--- src/inc/srcr_defs.vh ---
// Register map and field constants of the SYSREF control register bank
`ifndef SRCR_DEFS_VH
`define SRCR_DEFS_VH

`define SRCR_ADDR_W          7
`define SRCR_OFF_PWR_DIV     7'h18
`define SRCR_OFF_BIAS_SYNC   7'h19
`define SRCR_OFF_PULSE_CNT   7'h1A
`define SRCR_OFF_PHASE_DLY   7'h1B
`define SRCR_OFF_MODE        7'h1C
`define SRCR_OFF_EXTRA       7'h70

`define SRCR_BIT_PWR_DOWN    7
`define SRCR_BIT_BIAS        7
`define SRCR_BIT_EXTRA       7
`define SRCR_BIT_GEN         1
`define SRCR_BIT_OUT         0
`define SRCR_MASK_MODE       8'h03
`define SRCR_MASK_EXTRA      8'h80

`define SRCR_RST_PWR_DIV     8'h2F
`define SRCR_RST_BIAS_SYNC   8'h80
`define SRCR_RST_PULSE_CNT   8'h00
`define SRCR_RST_PHASE_DLY   8'h00
`define SRCR_RST_MODE        8'h00
`define SRCR_RST_EXTRA       8'h00
`define SRCR_RST_LOCK_MASK   1'b0
`define SRCR_RST_RDATA       8'h00
`define SRCR_RST_LOCK_FAIL   1'b0

`endif

--- src/rtl/srcr_div_ratio.v ---
// Decodes the seven-bit SYSREF divider field into its total ratio
`timescale 1ns/1ps
module srcr_div_ratio (
    input  wire        clk_sys,     // System clock
    input  wire        rst_b,       // Asynchronous reset, active low
    input  wire [6:0]  div_field,   // Divider field
    output reg  [12:0] div_ratio_r  // Product of the four sub-dividers
);
    reg [2:0]  s6;
    reg [4:0]  s54;
    reg [4:0]  s32;
    reg [2:0]  s10;
    reg [21:0] prod;

    // RQ7 sub-divider encodings
    always @* begin
        s6  = div_field[6] ? 3'h4 : 3'h2;
        s54 = 5'h02 << div_field[5:4];
        s32 = 5'h02 << div_field[3:2];
        s10 = 3'h2 + {1'b0, div_field[1:0]};
        prod = {19'h0, s6} * {17'h0, s54} * {17'h0, s32} * {19'h0, s10};
    end

    // RQ4 product of ratios
    always @(posedge clk_sys or negedge rst_b) begin
        if (!rst_b) begin
            div_ratio_r <= 13'h0000;
        end else begin
            // Largest ratio is 5120, which needs all thirteen bits
            div_ratio_r <= prod[12:0];
        end
    end
endmodule // srcr_div_ratio

--- src/rtl/srcr_regs.v ---
// SYSREF control register bank with lock-indicator masking
//
// What this block does
// RQ1: Mask set: only VCXO loss fails lock
// RQ2: Mask clear: reference inactivity also fails lock
// RQ3: Power-down bit 0 powers up, resets 0
// RQ4: SYSREF divide equals product of four sub-dividers
// RQ5: Divider field resets to 0101111
// RQ6: Register addresses and bit placements as mapped
// RQ7: Sub-divider encodings 2/4, 2-16, 2-5
// RQ8: Reserved bits read zero, writes ignored
`timescale 1ns/1ps
`include "srcr_defs.vh"
module srcr_regs (
    input  wire        clk_sys,              // System clock, 25 MHz
    input  wire        rst_b,                // Async reset, active low
    input  wire        cfg_wr,               // Write strobe, one cycle
    input  wire        cfg_rd,               // Read strobe, one cycle
    input  wire [6:0]  cfg_addr,             // Register address
    input  wire [7:0]  cfg_wdata,            // Write data
    output reg  [7:0]  cfg_rdata_r,          // Read data, next cycle
    input  wire        ref_loss_lock_mask,   // Reference-loss mask bit
    input  wire        vcxo_loop_lock_loss,  // VCXO loop lost lock
    input  wire        sel_ref_inactive,     // Selected ref inactive
    output reg         lock_fail_r,          // Lock failure indication
    output reg         sysref_power_down_r,  // SYSREF blocks powered down
    output reg  [6:0]  sysref_divider_r,     // Divider field
    output wire [12:0] sysref_div_ratio_r,   // Total divide ratio
    output reg         bias_sel_r,           // Output bias select
    output reg  [6:0]  sync_r,               // Sync field
    output reg  [7:0]  sysref_pulse_count_r, // Pulse count
    output reg  [7:0]  phase_delay_r,        // Global phase delay
    output reg         sysref_gen_bit_r,     // Generator mode bit
    output reg         sysref_out_bit_r,     // Output mode bit
    output reg         sysref_extra_bit_r    // Extra control bit
);
    // Reset images as sized words; each field is then a plain part-select
    localparam [7:0] RST_PWR_DIV   = `SRCR_RST_PWR_DIV;
    localparam [7:0] RST_BIAS_SYNC = `SRCR_RST_BIAS_SYNC;
    localparam [7:0] RST_PULSE_CNT = `SRCR_RST_PULSE_CNT;
    localparam [7:0] RST_PHASE_DLY = `SRCR_RST_PHASE_DLY;
    localparam [7:0] RST_MODE      = `SRCR_RST_MODE;
    localparam [7:0] RST_EXTRA     = `SRCR_RST_EXTRA;

    // Address hits and per-register write strobes
    wire       hit_pwr_div;            // 0x18 addressed
    wire       hit_bias_sync;          // 0x19 addressed
    wire       hit_pulse_cnt;          // 0x1A addressed
    wire       hit_phase_dly;          // 0x1B addressed
    wire       hit_mode;               // 0x1C addressed
    wire       hit_extra;              // 0x70 addressed
    wire       wr_pwr_div;             // Write to 0x18
    wire       wr_bias_sync;           // Write to 0x19
    wire       wr_pulse_cnt;           // Write to 0x1A
    wire       wr_phase_dly;           // Write to 0x1B
    wire       wr_mode;                // Write to 0x1C
    wire       wr_extra;               // Write to 0x70

    // Next values of every register
    reg        sysref_power_down_nxt;  // Power-down bit
    reg  [6:0] sysref_divider_nxt;     // Divider field
    reg        bias_sel_nxt;           // Bias select
    reg  [6:0] sync_nxt;               // Sync field
    reg  [7:0] sysref_pulse_count_nxt; // Pulse count
    reg  [7:0] phase_delay_nxt;        // Global phase delay
    reg        sysref_gen_bit_nxt;     // Generator mode bit
    reg        sysref_out_bit_nxt;     // Output mode bit
    reg        sysref_extra_bit_nxt;   // Extra control bit
    reg  [7:0] rd_nxt;                 // Addressed register image
    reg  [7:0] cfg_rdata_nxt;          // Read data register input
    reg        lock_fail_nxt;          // Lock failure input

    assign hit_pwr_div   = (cfg_addr == `SRCR_OFF_PWR_DIV);
    assign hit_bias_sync = (cfg_addr == `SRCR_OFF_BIAS_SYNC);
    assign hit_pulse_cnt = (cfg_addr == `SRCR_OFF_PULSE_CNT);
    assign hit_phase_dly = (cfg_addr == `SRCR_OFF_PHASE_DLY);
    assign hit_mode      = (cfg_addr == `SRCR_OFF_MODE);
    assign hit_extra     = (cfg_addr == `SRCR_OFF_EXTRA);

    // RQ6 unmapped writes hit nothing
    assign wr_pwr_div    = cfg_wr & hit_pwr_div;
    assign wr_bias_sync  = cfg_wr & hit_bias_sync;
    assign wr_pulse_cnt  = cfg_wr & hit_pulse_cnt;
    assign wr_phase_dly  = cfg_wr & hit_phase_dly;
    assign wr_mode       = cfg_wr & hit_mode;
    assign wr_extra      = cfg_wr & hit_extra;

    // RQ4 ratio decode kept registered so the output is a flop
    srcr_div_ratio u_ratio (
        .clk_sys     (clk_sys),
        .rst_b       (rst_b),
        .div_field   (sysref_divider_r),
        .div_ratio_r (sysref_div_ratio_r)
    );

    // RQ3 power-down write
    always @* begin
        sysref_power_down_nxt = sysref_power_down_r;
        sysref_divider_nxt    = sysref_divider_r;
        if (wr_pwr_div) begin
            sysref_power_down_nxt = cfg_wdata[`SRCR_BIT_PWR_DOWN];
            sysref_divider_nxt    = cfg_wdata[6:0];
        end
    end

    // RQ6 bias and sync
    always @* begin
        bias_sel_nxt = bias_sel_r;
        sync_nxt     = sync_r;
        if (wr_bias_sync) begin
            bias_sel_nxt = cfg_wdata[`SRCR_BIT_BIAS];
            sync_nxt     = cfg_wdata[6:0];
        end
    end

    // RQ6 full-byte fields
    always @* begin
        sysref_pulse_count_nxt = sysref_pulse_count_r;
        phase_delay_nxt        = phase_delay_r;
        if (wr_pulse_cnt) begin
            sysref_pulse_count_nxt = cfg_wdata;
        end
        if (wr_phase_dly) begin
            phase_delay_nxt = cfg_wdata;
        end
    end

    // RQ8 reserved bits dropped
    always @* begin
        sysref_gen_bit_nxt   = sysref_gen_bit_r;
        sysref_out_bit_nxt   = sysref_out_bit_r;
        sysref_extra_bit_nxt = sysref_extra_bit_r;
        if (wr_mode) begin
            sysref_gen_bit_nxt = cfg_wdata[`SRCR_BIT_GEN];
            sysref_out_bit_nxt = cfg_wdata[`SRCR_BIT_OUT];
        end
        if (wr_extra) begin
            sysref_extra_bit_nxt = cfg_wdata[`SRCR_BIT_EXTRA];
        end
    end

    // RQ3 power-down resets clear
    // RQ5 divider reset pattern
    always @(posedge clk_sys or negedge rst_b) begin
        if (!rst_b) begin
            sysref_power_down_r <= RST_PWR_DIV[`SRCR_BIT_PWR_DOWN];
            sysref_divider_r    <= RST_PWR_DIV[6:0];
        end else begin
            sysref_power_down_r <= sysref_power_down_nxt;
            sysref_divider_r    <= sysref_divider_nxt;
        end
    end

    always @(posedge clk_sys or negedge rst_b) begin
        if (!rst_b) begin
            bias_sel_r <= RST_BIAS_SYNC[`SRCR_BIT_BIAS];
            sync_r     <= RST_BIAS_SYNC[6:0];
        end else begin
            bias_sel_r <= bias_sel_nxt;
            sync_r     <= sync_nxt;
        end
    end

    always @(posedge clk_sys or negedge rst_b) begin
        if (!rst_b) begin
            sysref_pulse_count_r <= RST_PULSE_CNT;
            phase_delay_r        <= RST_PHASE_DLY;
        end else begin
            sysref_pulse_count_r <= sysref_pulse_count_nxt;
            phase_delay_r        <= phase_delay_nxt;
        end
    end

    always @(posedge clk_sys or negedge rst_b) begin
        if (!rst_b) begin
            sysref_gen_bit_r   <= RST_MODE[`SRCR_BIT_GEN];
            sysref_out_bit_r   <= RST_MODE[`SRCR_BIT_OUT];
            sysref_extra_bit_r <= RST_EXTRA[`SRCR_BIT_EXTRA];
        end else begin
            sysref_gen_bit_r   <= sysref_gen_bit_nxt;
            sysref_out_bit_r   <= sysref_out_bit_nxt;
            sysref_extra_bit_r <= sysref_extra_bit_nxt;
        end
    end

    // RQ8 reserved and unmapped read zero
    always @* begin
        case (cfg_addr)
            `SRCR_OFF_PWR_DIV:   rd_nxt = {sysref_power_down_r,
                                           sysref_divider_r};
            `SRCR_OFF_BIAS_SYNC: rd_nxt = {bias_sel_r, sync_r};
            `SRCR_OFF_PULSE_CNT: rd_nxt = sysref_pulse_count_r;
            `SRCR_OFF_PHASE_DLY: rd_nxt = phase_delay_r;
            `SRCR_OFF_MODE:      rd_nxt = {6'h00, sysref_gen_bit_r,
                                           sysref_out_bit_r};
            `SRCR_OFF_EXTRA:     rd_nxt = {sysref_extra_bit_r, 7'h00};
            default:             rd_nxt = 8'h00;
        endcase
    end

    // Data held between reads so a slow port can sample late
    always @* begin
        cfg_rdata_nxt = cfg_rdata_r;
        if (cfg_rd) begin
            cfg_rdata_nxt = rd_nxt;
        end
    end

    // RQ1 mask blocks reference loss
    // RQ2 unmasked reference loss fails lock
    always @* begin
        lock_fail_nxt = vcxo_loop_lock_loss |
                        (~ref_loss_lock_mask & sel_ref_inactive);
    end

    always @(posedge clk_sys or negedge rst_b) begin
        if (!rst_b) begin
            cfg_rdata_r <= `SRCR_RST_RDATA;
            lock_fail_r <= `SRCR_RST_LOCK_FAIL;
        end else begin
            cfg_rdata_r <= cfg_rdata_nxt;
            lock_fail_r <= lock_fail_nxt;
        end
    end
endmodule // srcr_regs

--- config.mk ---
export PLATFORM = sky130hd
export DESIGN_NAME = srcr_regs
export DESIGN_NICKNAME = d
export VERILOG_FILES = /design/src/rtl/srcr_div_ratio.v /design/src/rtl/srcr_regs.v
export VERILOG_INCLUDE_DIRS = /design/src /design/src/inc
export SDC_FILE = /design/constraint.sdc
export NUM_CORES = 1
export LEC_CHECK = 0
export BUFFER_PORTS_ARGS = -buffer_cell sky130_fd_sc_hd__buf_2
export CORE_MARGIN = 2
export CORE_UTILIZATION = 50
export DETAILED_ROUTE_END_ITERATION = 8
export PLACE_DENSITY = 0.77
export SYNTH_ARGS = -nofsm -noshare
export SYNTH_HDL_FRONTEND = slang
export SYNTH_SLANG_ARGS = --single-unit
export TNS_END_PERCENT = 10
--- constraint.sdc ---
create_clock -name clk_sys -period 5.7 [get_ports clk_sys]
set_input_delay 0.855 -clock clk_sys [delete_from_list [all_inputs] [get_ports clk_sys]]
set_output_delay 0.855 -clock clk_sys [all_outputs]
set_load 0.05 [all_outputs]
==> summary.md, run 1 <==
| Metric | Value |
|---|---|
| Outcome | complete, but fails checks |
| Failing checks | setup timing |
| Critical path arrival | 6.04 ns |
| GR Util All Layers | 0.204 |
| Fin nets | 504 |
| Fin Hold WS | 0.534 ns |
| Vias in the first global route | 2832 |
| Gr ovfl total | 0 |
| Final number of hold-violating endpoints | 0 |
| Synthesized flop and latch total | 54 |
| Final antenna-violating net count | 0 |
| Crit path kind | reg -> reg |
| Final Max Slew Viols | 0 |
| Die Y | 91.1 um |
| Post-route cell area | around 4600 um2 |
| Final period util | 1.02 |
| Syn Inst Count | 356 |
| Post-route DRC | 0 |
| Clk pwr share | 0.245 |
| DR iter-0 viols | 110 |
| Clk buf depth | 2 |
| RSZ-0062 raised after global routing | true |
| Async S/R FF share, synth | 1.00 |
| Vias per cell | 5.35 |
| Clock Root Buffer | clkbuf_8 |
| Synth Flop Type | dfrtp_1 |
| Routed wire length | roughly 8400 um |
| CP peak stage delay | 0.64 ns |
| Fmax | roughly 0.17 GHz |
| Combinational share of power | 0.340 |
| Register area share after synthesis | 0.358 |
| Num ports | between 70 and 80 |
| WHS Path Cells | 1 |
| Die area | about 8300 um2 |
| Number of synthesized flops with an enable pin | 0 |
| Vias | 2855 |
| Psw | 410 uW |
| Worst Max-Slew Pin Slew | 0.666 ns |
| Number of cell rows | 31 |
| Post-synth top area cell | dfrtp_1 |
| Critical path peak fanout | 4 |
| Crit-path most repeated cell | xnor2_1 |
| First-pass DRT Iterations | 4 |
| Worst reg-to-reg setup slack | -0.10 ns |
| Pint | 674 uW |
| Post-Route Setup TNS | -0.102 ns |
| Pin count of the biggest net entering global routing | 55 |
| CTS tree | built |
| CP delay by family, top | adder cells |
| DR WL/cell | roughly 16 um |
| Synthesized area | 3790 um2 |
| Net Sw Frac | 0.378 |
| Cts bufs inserted | 5 |
| Critical R2R Launch | sysref_divider_r[5] |
| Initial antenna violation count | 0 |
| Count of cell types in the netlist | 47 |
| Clock-pin transition on the worst setup and hold timing paths | 0.11 ns |
| Min Tclk post-route | 5.80 ns |
| Share of layout cells above drive strength 1 | 0.398 |
| CORE AREA | 7290 um2 |
| CP required | 5.94 ns |
| # port buffers | 75 |
| Pleak | 0.00240 uW |
| Placed cell area | 4350 um2 |
| Synth top area share | 0.317 |
| Slowest-stage cell, CP | dfstp_4 |
| Final WS setup | -0.102 ns |
| Worst-case reg-to-reg path depth | 23 |
| Die width | 91.1 um |
| Peak supply drop | 0.225 mV |
| CTS H-Tree Depth | 2 |
| Placed Instances | 521 |
| Clock Skews | 0.0161 ns |
| Largest cells by area after synthesis | dfrtp_1 (32%), ha_1 (12%), mux2_2 (8.6%) |
| Seq pwr share | 0.415 |
| Mean Syn Cell Area | ~11 um2 |
| Worst r2r dst | u_ratio.div_ratio_r[12] |
| Power per Cell Area | between 200 and 250 nW/um2 |
| Startpoint Class | register |
| Max Cap Viol | 0 |
| Cell breakdown of the critical path | nor3b_4, ha_2, fa_2, inv_2, buf_4, nor2_2, fa_1, fa_1, ha_4, inv_1, fa_2, nand2b_4, a21oi_4, xor2_2, buf_4, and2_1, ha_1, ha_2, or4_4, o22ai_2, xnor2_1, xnor2_1, xnor2_1 |
| Worst setup EP type | register |
| Synthesis-to-finish area growth | 20.3% |
| Number of synthesis warnings | 0 |
| Buf/Inv on CP | 4 |
| Clock sinks | 54 |
| Synth top cells by count | dfrtp_1 (48), inv_1 (38), ha_1 (36), mux2_2 (29), nor2_1 (25) |
| Final setup fails | 1 |
| Hold crit path type | reg -> reg |
| First-pass GRT wire length | 13600 um |
| Final std cells w/o fill | roughly 530 |
| Min-delay src | phase_delay_r[2] |
| Hold endpoint | phase_delay_r[2] |
| Clock insertion delay at the later pin of the skew report | 0.32 ns |
| Initial core utilization | 0.520 |
| Routability cong. | 0.802 |
| Top-count cell post-synth | dfrtp_1 |
| Slew headroom | 0.556 |
| ANT cells | 0 |
| Hpwl dp | between 6000 and 7000 um |
==> power by group through the flow <==
stage / logic (uW) / clock network (uW) / registers (uW)
after floorplan: 141 / 0 / 579
after global placement: 348 / 0 / 456
after detailed placement: 357 / 0 / 457
after CTS: 366 / 272 / 449
after global routing: 394 / 285 / 455
final: 368 / 266 / 450
==> how the worst max path moves through the flow <==
| stage | start | end | slack, ns | depth (start not counted) |
|---|---|---|---|---|
| 6_report | sysref_divider_r[5] | u_ratio.div_ratio_r[12] | -0.10 | 23 |
| 5_1_grt | sysref_divider_r[5] | u_ratio.div_ratio_r[12] | -0.30 | 23 |
| 4_1_cts | sysref_divider_r[5] | u_ratio.div_ratio_r[12] | 0.01 | 22 |
| 3_5_place_dp | sysref_divider_r[5] | u_ratio.div_ratio_r[12] | -0.13 | 22 |
| 3_3_place_gp | sysref_divider_r[5] | u_ratio.div_ratio_r[12] | 0.02 | 22 |
| 2_1_floorplan | sysref_divider_r[5] | u_ratio.div_ratio_r[12] | -0.32 | 23 |
==> through the flow <==
| step | worst slack [ns] | util | total power (uW) |
|---|---|---|---|
| finish | -0.102 | 0.626 | 1080 |
| floorplan | -0.319 | - | 720 |
| global route | -0.296 | 0.626 | 1130 |
| detailed placement | -0.135 | 0.596 | 814 |
| CTS | 0.0130 | 0.620 | 1090 |
| global placement | 0.0176 | 0.596 | 804 |
==> what timing repair did <==
item	in CTS	in global routing
resized for setup	7	4
pin swaps	15	12
hold buffers	0	0
buffers inserted	2	3
setup endpoints to repair	1	1
==> kinds of logic (layout without fill, tap and decap cells) <==
group / Yosys count / after routing / synth area share
simple gates: 87 / 87 / 0.122
buf+inv: 58 / 133 / 0.0633
flops: 54 / 54 / 0.358
mux: 51 / 51 / 0.171
fa+ha+maj: 48 / 48 / 0.182
compound gates: 45 / 45 / 0.0749
xor+xnor: 12 / 12 / 0.0277
other cells: 1 / 5 / 0.000988
==> flip-flops by register name (all words and copies together), names as in the netlist <==
name	cells
bias_sel_r	1
cfg_rdata_r	8
lock_fail_r	1
phase_delay_r	8
sync_r	7
sysref_divider_r	7
sysref_extra_bit_r	1
sysref_gen_bit_r	1
sysref_out_bit_r	1
sysref_power_down_r	1
sysref_pulse_count_r	8
u_ratio.div_ratio_r	10
==> per-layer routing <==
metal	track usage	routed length [um]	part of all wire
met5	0	0	0
met4	0.0644	178	0.021
met3	0.0315	324	0.038
met2	0.362	4330	0.51
met1	0.255	3600	0.43
==> area by class of cell <==
cell class              instances  area [um2]
clock buffers                   6        72.6
clock inverters                 2        37.5
fillers                       617        2730
inverters                      38         143
multi-input cells             248        2360
flip-flops and latches         54        1370
well taps                      99         124
repair buffers                 87         465
==> cell usage in the layout (no fill, tap or decap), drive strengths merged, types with 2 or more instances in the layout <==
cell / n
buf: 87
dfrtp: 48
inv: 38
mux2: 37
ha: 36
nor2: 27
nand2: 12
o22ai: 12
fa: 12
xnor2: 10
mux2i: 9
and2: 9
o21ai: 9
nand3: 7
a21oi: 7
a21o: 6
nand2b: 6
dfstp: 6
clkbuf: 6
nor3: 5
nor2b: 5
mux4: 5
conb: 5
and3: 4
a211oi: 3
nor3b: 3
nand3b: 2
a21boi: 2
a31oi: 2
xor2: 2
or3b: 2
(Power assumes the default switching activity.)
==> run 2, diff against run 1 <==
Settings changed: HOLD_SLACK_MARGIN from default to 0.1, REMOVE_ABC_BUFFERS from default to 1.
Clock period 5.7 ns to 5.15 ns, I/O delays scaled along.
==> run 2 against run 1 <==
Net effect:
- critical path depth decreased by 1
- the flow still finishes with violations (setup timing)
- combinational power increased by 20%
- setup slack got worse by 0.54 ns
- wire length increased by 3.2%
- total power increased by 8.9%
- critical path type unchanged
- utilization increased by 4.7 points
- hold slack got worse by 0.0047 ns
- die area unchanged
- non-clock buffer count increased by 43
- clock power decreased by 9.0%
==> summary.md, run 2 (synthesis gave the netlist of run 1 again) <==
| Metric | Value |
|---|---|
| Outcome | complete, but fails checks |
| Failing checks | setup timing |
| Fmax | 0.173 GHz (+0.20%) |
| ANT cells | 0 (unchanged) |
| Crit path kind | reg -> reg |
| First-pass GRT wire length | 14600 um (+6.9%) |
| DR WL/cell | 15.1 um (-4.5%) |
| CTS H-Tree Depth | 2 (unchanged) |
| Number of cell rows | 31 (unchanged) |
| Hold crit path type | reg -> reg |
| Clk buf depth | 2 (unchanged) |
| Vias in the first global route | 3035 (+7.2%) |
| Gr ovfl total | 0 (unchanged) |
| Die Y | 91.1 um (unchanged) |
| Routability cong. | 0.867 (+8.1%) |
| Die area | 8300 um2 (unchanged) |
| Slew headroom | 0.542 (-0.0138) |
| Worst Max-Slew Pin Slew | 0.687 ns (+0.0207 ns) |
| Final setup fails | 2 (+1) |
| Fin nets | 547 (+8.5%) |
| FF/Latch Area | 1360 um2 (-0.27%) |
| Hpwl dp | 6390 um (+2.0%) |
| Commonest non-fill, non-tap cell in the layout | buf_2 |
| Clk pwr share | 0.205 (-0.040) |
| Pleak | 0.00263 uW (+9.5%) |
| Pin count of the biggest net entering global routing | 55 (unchanged) |
| Hold Buf Count CTS | 0 (unchanged) |
| Largest register FFs | 10 (unchanged) |
| Share of layout cells above drive strength 1 | 0.467 (+0.0688) |
| # fillers | 550 (-11%) |
| Clock-pin transition on the worst setup and hold timing paths | 0.11 ns (about the same) |
| Area of the multi-input gates | 2400 um2 (+1.9%) |
| Pint | 723 uW (+7.3%) |
| CTS tree | built |
| Critical path peak fanout | 4 (unchanged) |
| Final period util | 1.12 (+0.107) |
| Cell breakdown of the critical path | nor3b_4, ha_4, fa_1, inv_2, nor2_2, fa_1, fa_1, ha_4, inv_2, fa_2, nand2b_4, a21oi_4, xor2_2, nand2_1, fa_1, inv_1, ha_2, or4_4, o22ai_2, xnor2_1, xnor2_1, xnor2_1 |
| Startpoint Class | register |
| RSZ-0062 raised after global routing | true |
| Peak supply drop | 0.233 mV (+3.9%) |
| Slowest-stage cell, CP | dfstp_2 |
| Synthesis-to-finish area growth | 29.3% |
| Vias per cell | 5.26 (-1.6%) |
| Die width | 91.1 um (unchanged) |
| Clock sinks | 54 (unchanged) |
| Combinational share of power | 0.375 (+0.035) |
| First-pass DRT Iterations | 5 (+1) |
| Routed wire length | 8700 um (+3.2%) |
| Cts bufs inserted | 5 (unchanged) |
| Initial core utilization | 0.520 (unchanged) |
| Placed Instances | 557 (+6.9%) |
| Psw | 457 uW (+12%) |
| # port buffers | 75 (unchanged) |
| Num ports | 79 (unchanged) |
| Critical path arrival | 6.02 ns (-0.02 ns) |
| Worst setup EP type | register |
| Power per Cell Area | 241 nW/um2 (+1.3%) |
| CORE AREA | 7290 um2 (unchanged) |
| GR Util All Layers | 0.216 (+0.0120) |
| Final WS setup | -0.640 ns (-0.539 ns) |
| Most frequent cells in the layout | buf_2 (75), buf_4 (55), dfrtp_1 (46) |
| Final number of hold-violating endpoints | 0 (unchanged) |
| Net Sw Frac | 0.388 (+0.00911) |
| DR iter-0 viols | 154 (+40%) |
| CP peak stage delay | 0.57 ns (-0.07 ns) |
| Min Tclk post-route | 5.79 ns (-0.0113 ns) |
| CP required | 5.38 ns (-0.56 ns) |
| Final core occ | 0.673 (+0.0470) |
| Initial antenna violation count | 0 (unchanged) |
| Clock insertion delay at the later pin of the skew report | 0.31 ns (about the same) |
| Max Cap Viol | 0 (unchanged) |
| Largest register by flop count | u_ratio.div_ratio_r |
| Final std cells w/o fill | 577 (+8.1%) |
| Post-route DRC | 0 (unchanged) |
| Crit-path most repeated cell | fa_1 |
| Final antenna-violating net count | 0 (unchanged) |
| Final Max Slew Viols | 0 (unchanged) |
| Clock Skews | 0.0145 ns (-0.00158 ns) |
| Clock Root Buffer | clkbuf_8 |
| Seq pwr share | 0.420 (+0.005) |
| Vias | 3034 (+6.3%) |
[run 2: cell types whose count changed in the layout (fill, tap and decap cells not counted), moves of 2 or more]
cell | before | now
ha_4 | 5 | 7
inv_2 | 2 | 5
nor2_2 | 2 | 4
inv_1 | 36 | 33
ha_2 | 4 | 2
nor2_1 | 24 | 22
buf_4 | 12 | 55
[run 2: power groups by stage]
| stage | registers (uW) | logic (uW) | clock network (uW) |
|---|---|---|---|
| 6_report | 496 | 442 | 242 |
| 3_5_place_dp | 502 | 415 | 0 |
| 2_1_floorplan | 645 | 135 | 0 |
| 5_1_grt | 502 | 477 | 271 |
| 3_3_place_gp | 500 | 410 | 0 |
| 4_1_cts | 495 | 439 | 250 |
[run 2: critical path: cells and delay by family, from the launching register on]
kind / cells / cell delay, ns
AO/OA/AOI/OAI: 2 / 0.27
flip-flops: 1 / 0.57
buffers and inverters: 3 / 0.20
XOR/XNOR: 4 / 0.61
adder cells (fa/ha/maj): 8 / 2.99
AND/OR/NAND/NOR: 5 / 1.04
[run 2: final timing paths]
kind,cells after the start,slack [ns],start,end
setup / recovery,22,-0.64,sysref_divider_r[5],u_ratio.div_ratio_r[12]
hold / removal,2,0.53,cfg_rdata_r[4],cfg_rdata_r[4]
setup reg to reg,22,-0.64,sysref_divider_r[5],u_ratio.div_ratio_r[12]
hold reg to reg,2,0.53,cfg_rdata_r[4],cfg_rdata_r[4]
max in group asynchronous,2,4.08,rst_b,sysref_divider_r[6]
min in group asynchronous,2,0.57,rst_b,u_ratio.div_ratio_r[4]
[run 2: per-layer routing]
metal	wire [um]	global-route usage	up-vias
li1	-	-	1452
met1	3760	0.275	1503
met2	4550	0.381	67
met3	245	0.0324	12
met4	136	0.0619	0
met5	0	0	-
[run 2: final cells by class]
class / instances / area share
Clock buffer: 6 / 0.0148
Clock inverter: 2 / 0.00332
Timing Repair Buffer: 130 / 0.161
Inverter: 38 / 0.0291
Multi-Input combinational cell: 248 / 0.489
Tap cell: 99 / 0.0252
Sequential cell: 54 / 0.277
[run 2: timing repair]
action	CTS	global route
endpoints found under the setup margin	4	5
buffers inserted	10	2
pin swaps	28	13
resized for setup	32	9
[run 2: per-stage QoR]
step	power, uW	hold slack, ns	setup WS [ns]	area (um2)	TNS [ns]
floorplan	780	0.477	-0.857	3710	-0.955
global placement	910	0.505	-0.687	4530	-0.862
detailed placement	916	0.512	-0.825	4530	-1.11
CTS	1180	0.532	-0.562	4850	-0.562
global route	1250	0.548	-0.874	4910	-1.11
finish	1180	0.529	-0.640	4910	-0.677
==> run 3, diff against run 2 <==
Settings changed: HOLD_SLACK_MARGIN 0.1 to default, PLACE_DENSITY 0.77 to default, PLACE_DENSITY_LB_ADDON from default to 0.25, SKIP_LAST_GASP from default to 1.
==> run 3 against run 2 <==
Net effect:
- the flow still finishes with violations (setup timing)
- clock-buffer cell count shrank 1
- cell area shrank 0.79%
- combinational power about the same
- utilization down 0.53 points
- sequential power about the same
- total power rose by 4.3%
- maximum frequency grew 1.0%
- register-to-register slack improved by 0.06 ns
- flip-flop and latch count is the same
- critical path type unchanged
==> summary.md, run 3 (synthesis gave the netlist of run 1 again) <==
| Metric | Value |
|---|---|
| Cell breakdown of the critical path | nor3b_4, ha_4, fa_1, inv_2, nor2_4, fa_1, fa_1, ha_4, inv_2, fa_2, nand2b_4, a21oi_4, xor2_2, nand2_1, fa_1, inv_1, ha_2, or4_4, o22ai_2, xnor2_1, xnor2_1, xnor2_1 |
| Vias | 2955 (-2.6%) |
| Die area | 8300 um2 (unchanged) |
| Crit path kind | reg -> reg |
| Hold Buf Count CTS | 0 (unchanged) |
| Post-Place Setup Slack | -0.881 ns (-0.0566 ns) |
| Failing checks | setup timing |
| Worst setup EP type | register |
| DR WL/cell | 15.1 um (-0.11%) |
| DR iter-0 viols | 130 (-16%) |
| Psw | 463 uW (+1.1%) |
| Slowest-stage cell, CP | fa_1 |
| Clk buf depth | 2 (unchanged) |
| Pin count of the biggest net entering global routing | 55 (unchanged) |
| Clock Skews | 0.0142 ns (-0.000318 ns) |
| Final WS setup | -0.583 ns (+0.0571 ns) |
| Gr ovfl total | 0 (unchanged) |
| CTS tree | built |
| Most frequent cells in the layout | buf_2 (75), buf_4 (49), dfrtp_1 (46) |
| Num ports | 79 (unchanged) |
| Max Cap Viol | 0 (unchanged) |
| Final setup fails | 2 (unchanged) |
| Buf/Inv on CP | 3 (unchanged) |
| CP delay by family, top | adder cells |
| Clk pwr share | 0.242 (+0.037) |
| Seq pwr share | 0.402 (-0.018) |
| Post-route DRC | 0 (unchanged) |
| Min Tclk post-route | 5.73 ns (-0.0571 ns) |
| Clock insertion delay at the later pin of the skew report | 0.31 ns (about the same) |
| Routability cong. | 0.832 (-4.0%) |
| Fin nets | 541 (-1.1%) |
| CORE AREA | 7290 um2 (unchanged) |
| RSZ-0062 raised after global routing | true |
| CTS H-Tree Depth | 2 (unchanged) |
| CP required | 5.39 ns (about the same) |
| Final number of hold-violating endpoints | 0 (unchanged) |
| First-pass GRT wire length | 14300 um (-1.8%) |
| Combinational share of power | 0.356 (-0.019) |
| Worst reg-to-reg setup slack | -0.58 ns (+0.06 ns) |
| Synthesis-to-finish area growth | 28.3% |
| Startpoint Class | register |
| Hpwl dp | 6350 um (-0.67%) |
| Crit-path most repeated cell | fa_1 |
| Initial core utilization | 0.520 (unchanged) |
| Initial antenna violation count | 0 (unchanged) |
| Final antenna-violating net count | 0 (unchanged) |
| Cts bufs inserted | 5 (unchanged) |
| First-pass DRT Iterations | 5 (unchanged) |
| ANT cells | 0 (unchanged) |
| Net Sw Frac | 0.376 (-0.0119) |
| Post-Route Setup TNS | -0.656 ns (+0.0207 ns) |
| Critical path arrival | 5.97 ns (-0.05 ns) |
| Outcome | complete, but fails checks |
| Final core occ | 0.667 (-0.00532) |
| Largest register FFs | 10 (unchanged) |
| Slew headroom | 0.540 (-0.00261) |
| Number of cell rows | 31 (unchanged) |
| Worst Max-Slew Pin Slew | 0.690 ns (+0.00391 ns) |
| Fmax | 0.174 GHz (+1.0%) |
| Vias per cell | 5.18 (-1.6%) |
| Commonest non-fill, non-tap cell in the layout | buf_2 |
| Peak supply drop | 0.213 mV (-8.7%) |
| Die width | 91.1 um (unchanged) |
| Clock-pin transition on the worst setup and hold timing paths | 0.11 ns (about the same) |
| Hold crit path type | reg -> reg |
| Final period util | 1.11 (-0.0111) |
| Largest register by flop count | u_ratio.div_ratio_r |
| Die Y | 91.1 um (unchanged) |
| Routed wire length | 8600 um (-1.1%) |
| CP peak stage delay | 0.56 ns (about the same) |
| Critical path peak fanout | 3 (-1) |
| Share of layout cells above drive strength 1 | 0.458 (-0.00890) |
| Pleak | 0.00260 uW (-0.97%) |
| # port buffers | 75 (unchanged) |
| Power per Cell Area | 253 nW/um2 (+5.2%) |
| Clock sinks | 54 (unchanged) |
| Clock Root Buffer | clkbuf_8 |
| GR Util All Layers | 0.214 (-0.00203) |
| Vias in the first global route | 2959 (-2.5%) |
| Pint | 769 uW (+6.4%) |
| Final Max Slew Viols | 0 (unchanged) |
[run 3: cell count changes in the layout (fill, tap and decap cells not counted), moves of 2 or more]
cell	change
buf_4	-6
a21oi_1	+2
a21oi_2	-2
nor3_2	+2
[run 3: cell type report]
class,count,area [um2]
Clock buffer,5,68.8
Clock inverter,3,47.5
Fill cell,589,2420
Inverter,38,143
Multi-Input combinational cell,248,2380
Sequential cell,54,1360
Tap cell,99,124
Timing Repair Buffer,124,743
[run 3: what timing repair did]
item | 4_1_cts | 5_1_grt
buffers inserted | 4 | 2
gates resized for setup | 31 | 5
endpoints found under the hold margin | 0 | 0
pin swaps | 26 | 16
endpoints found under the setup margin | 4 | 5
[run 3: worst register-to-register path, delay by kind of cell, from the launching register on]
kind | cells | cell delay, ns
adders and majority gates | 8 | 3.05
AOI/OAI and AO/OA | 2 | 0.26
DFF | 1 | 0.55
xor gates and xnor gates | 4 | 0.60
buffers and inverters | 3 | 0.22
and+or+nand+nor | 5 | 1.00
[run 3: power by group through the flow]
| stage | registers [uW] | logic, uW | clock network, uW |
|---|---|---|---|
| CTS | 495 | 438 | 304 |
| detailed placement | 501 | 415 | 0 |
| finish | 495 | 439 | 298 |
| floorplan | 645 | 135 | 0 |
| global route | 501 | 473 | 319 |
| global placement | 500 | 412 | 0 |
[run 3: worst paths after layout]
path / end / from / depth (start not counted)
worst max-delay path: u_ratio.div_ratio_r[12] / sysref_divider_r[5] / 22
worst min-delay path: cfg_rdata_r[4] / cfg_rdata_r[4] / 2
worst max register to register: u_ratio.div_ratio_r[12] / sysref_divider_r[5] / 22
worst min register to register: cfg_rdata_r[4] / cfg_rdata_r[4] / 2
max in group asynchronous: sysref_divider_r[6] / rst_b / 2
min in group asynchronous: u_ratio.div_ratio_r[12] / rst_b / 2
[run 3: stage by stage]
step / hold WS [ns] / cell area [um2] / power [uW] / std cells
4_1_cts: 0.532 / 4830 / 1240 / 569
6_report: 0.532 / 4870 / 1230 / 571
5_1_grt: 0.548 / 4870 / 1290 / 571
2_1_floorplan: 0.477 / 3710 / 780 / 340
3_3_place_gp: 0.505 / 4530 / 911 / 557
3_5_place_dp: 0.517 / 4530 / 916 / 557
[run 3: per-layer routing]
metal | GRT usage | share of wire
met1 | 0.279 | 0.44
met2 | 0.372 | 0.50
met3 | 0.0315 | 0.045
met4 | 0.0593 | 0.017
met5 | 0 | 0
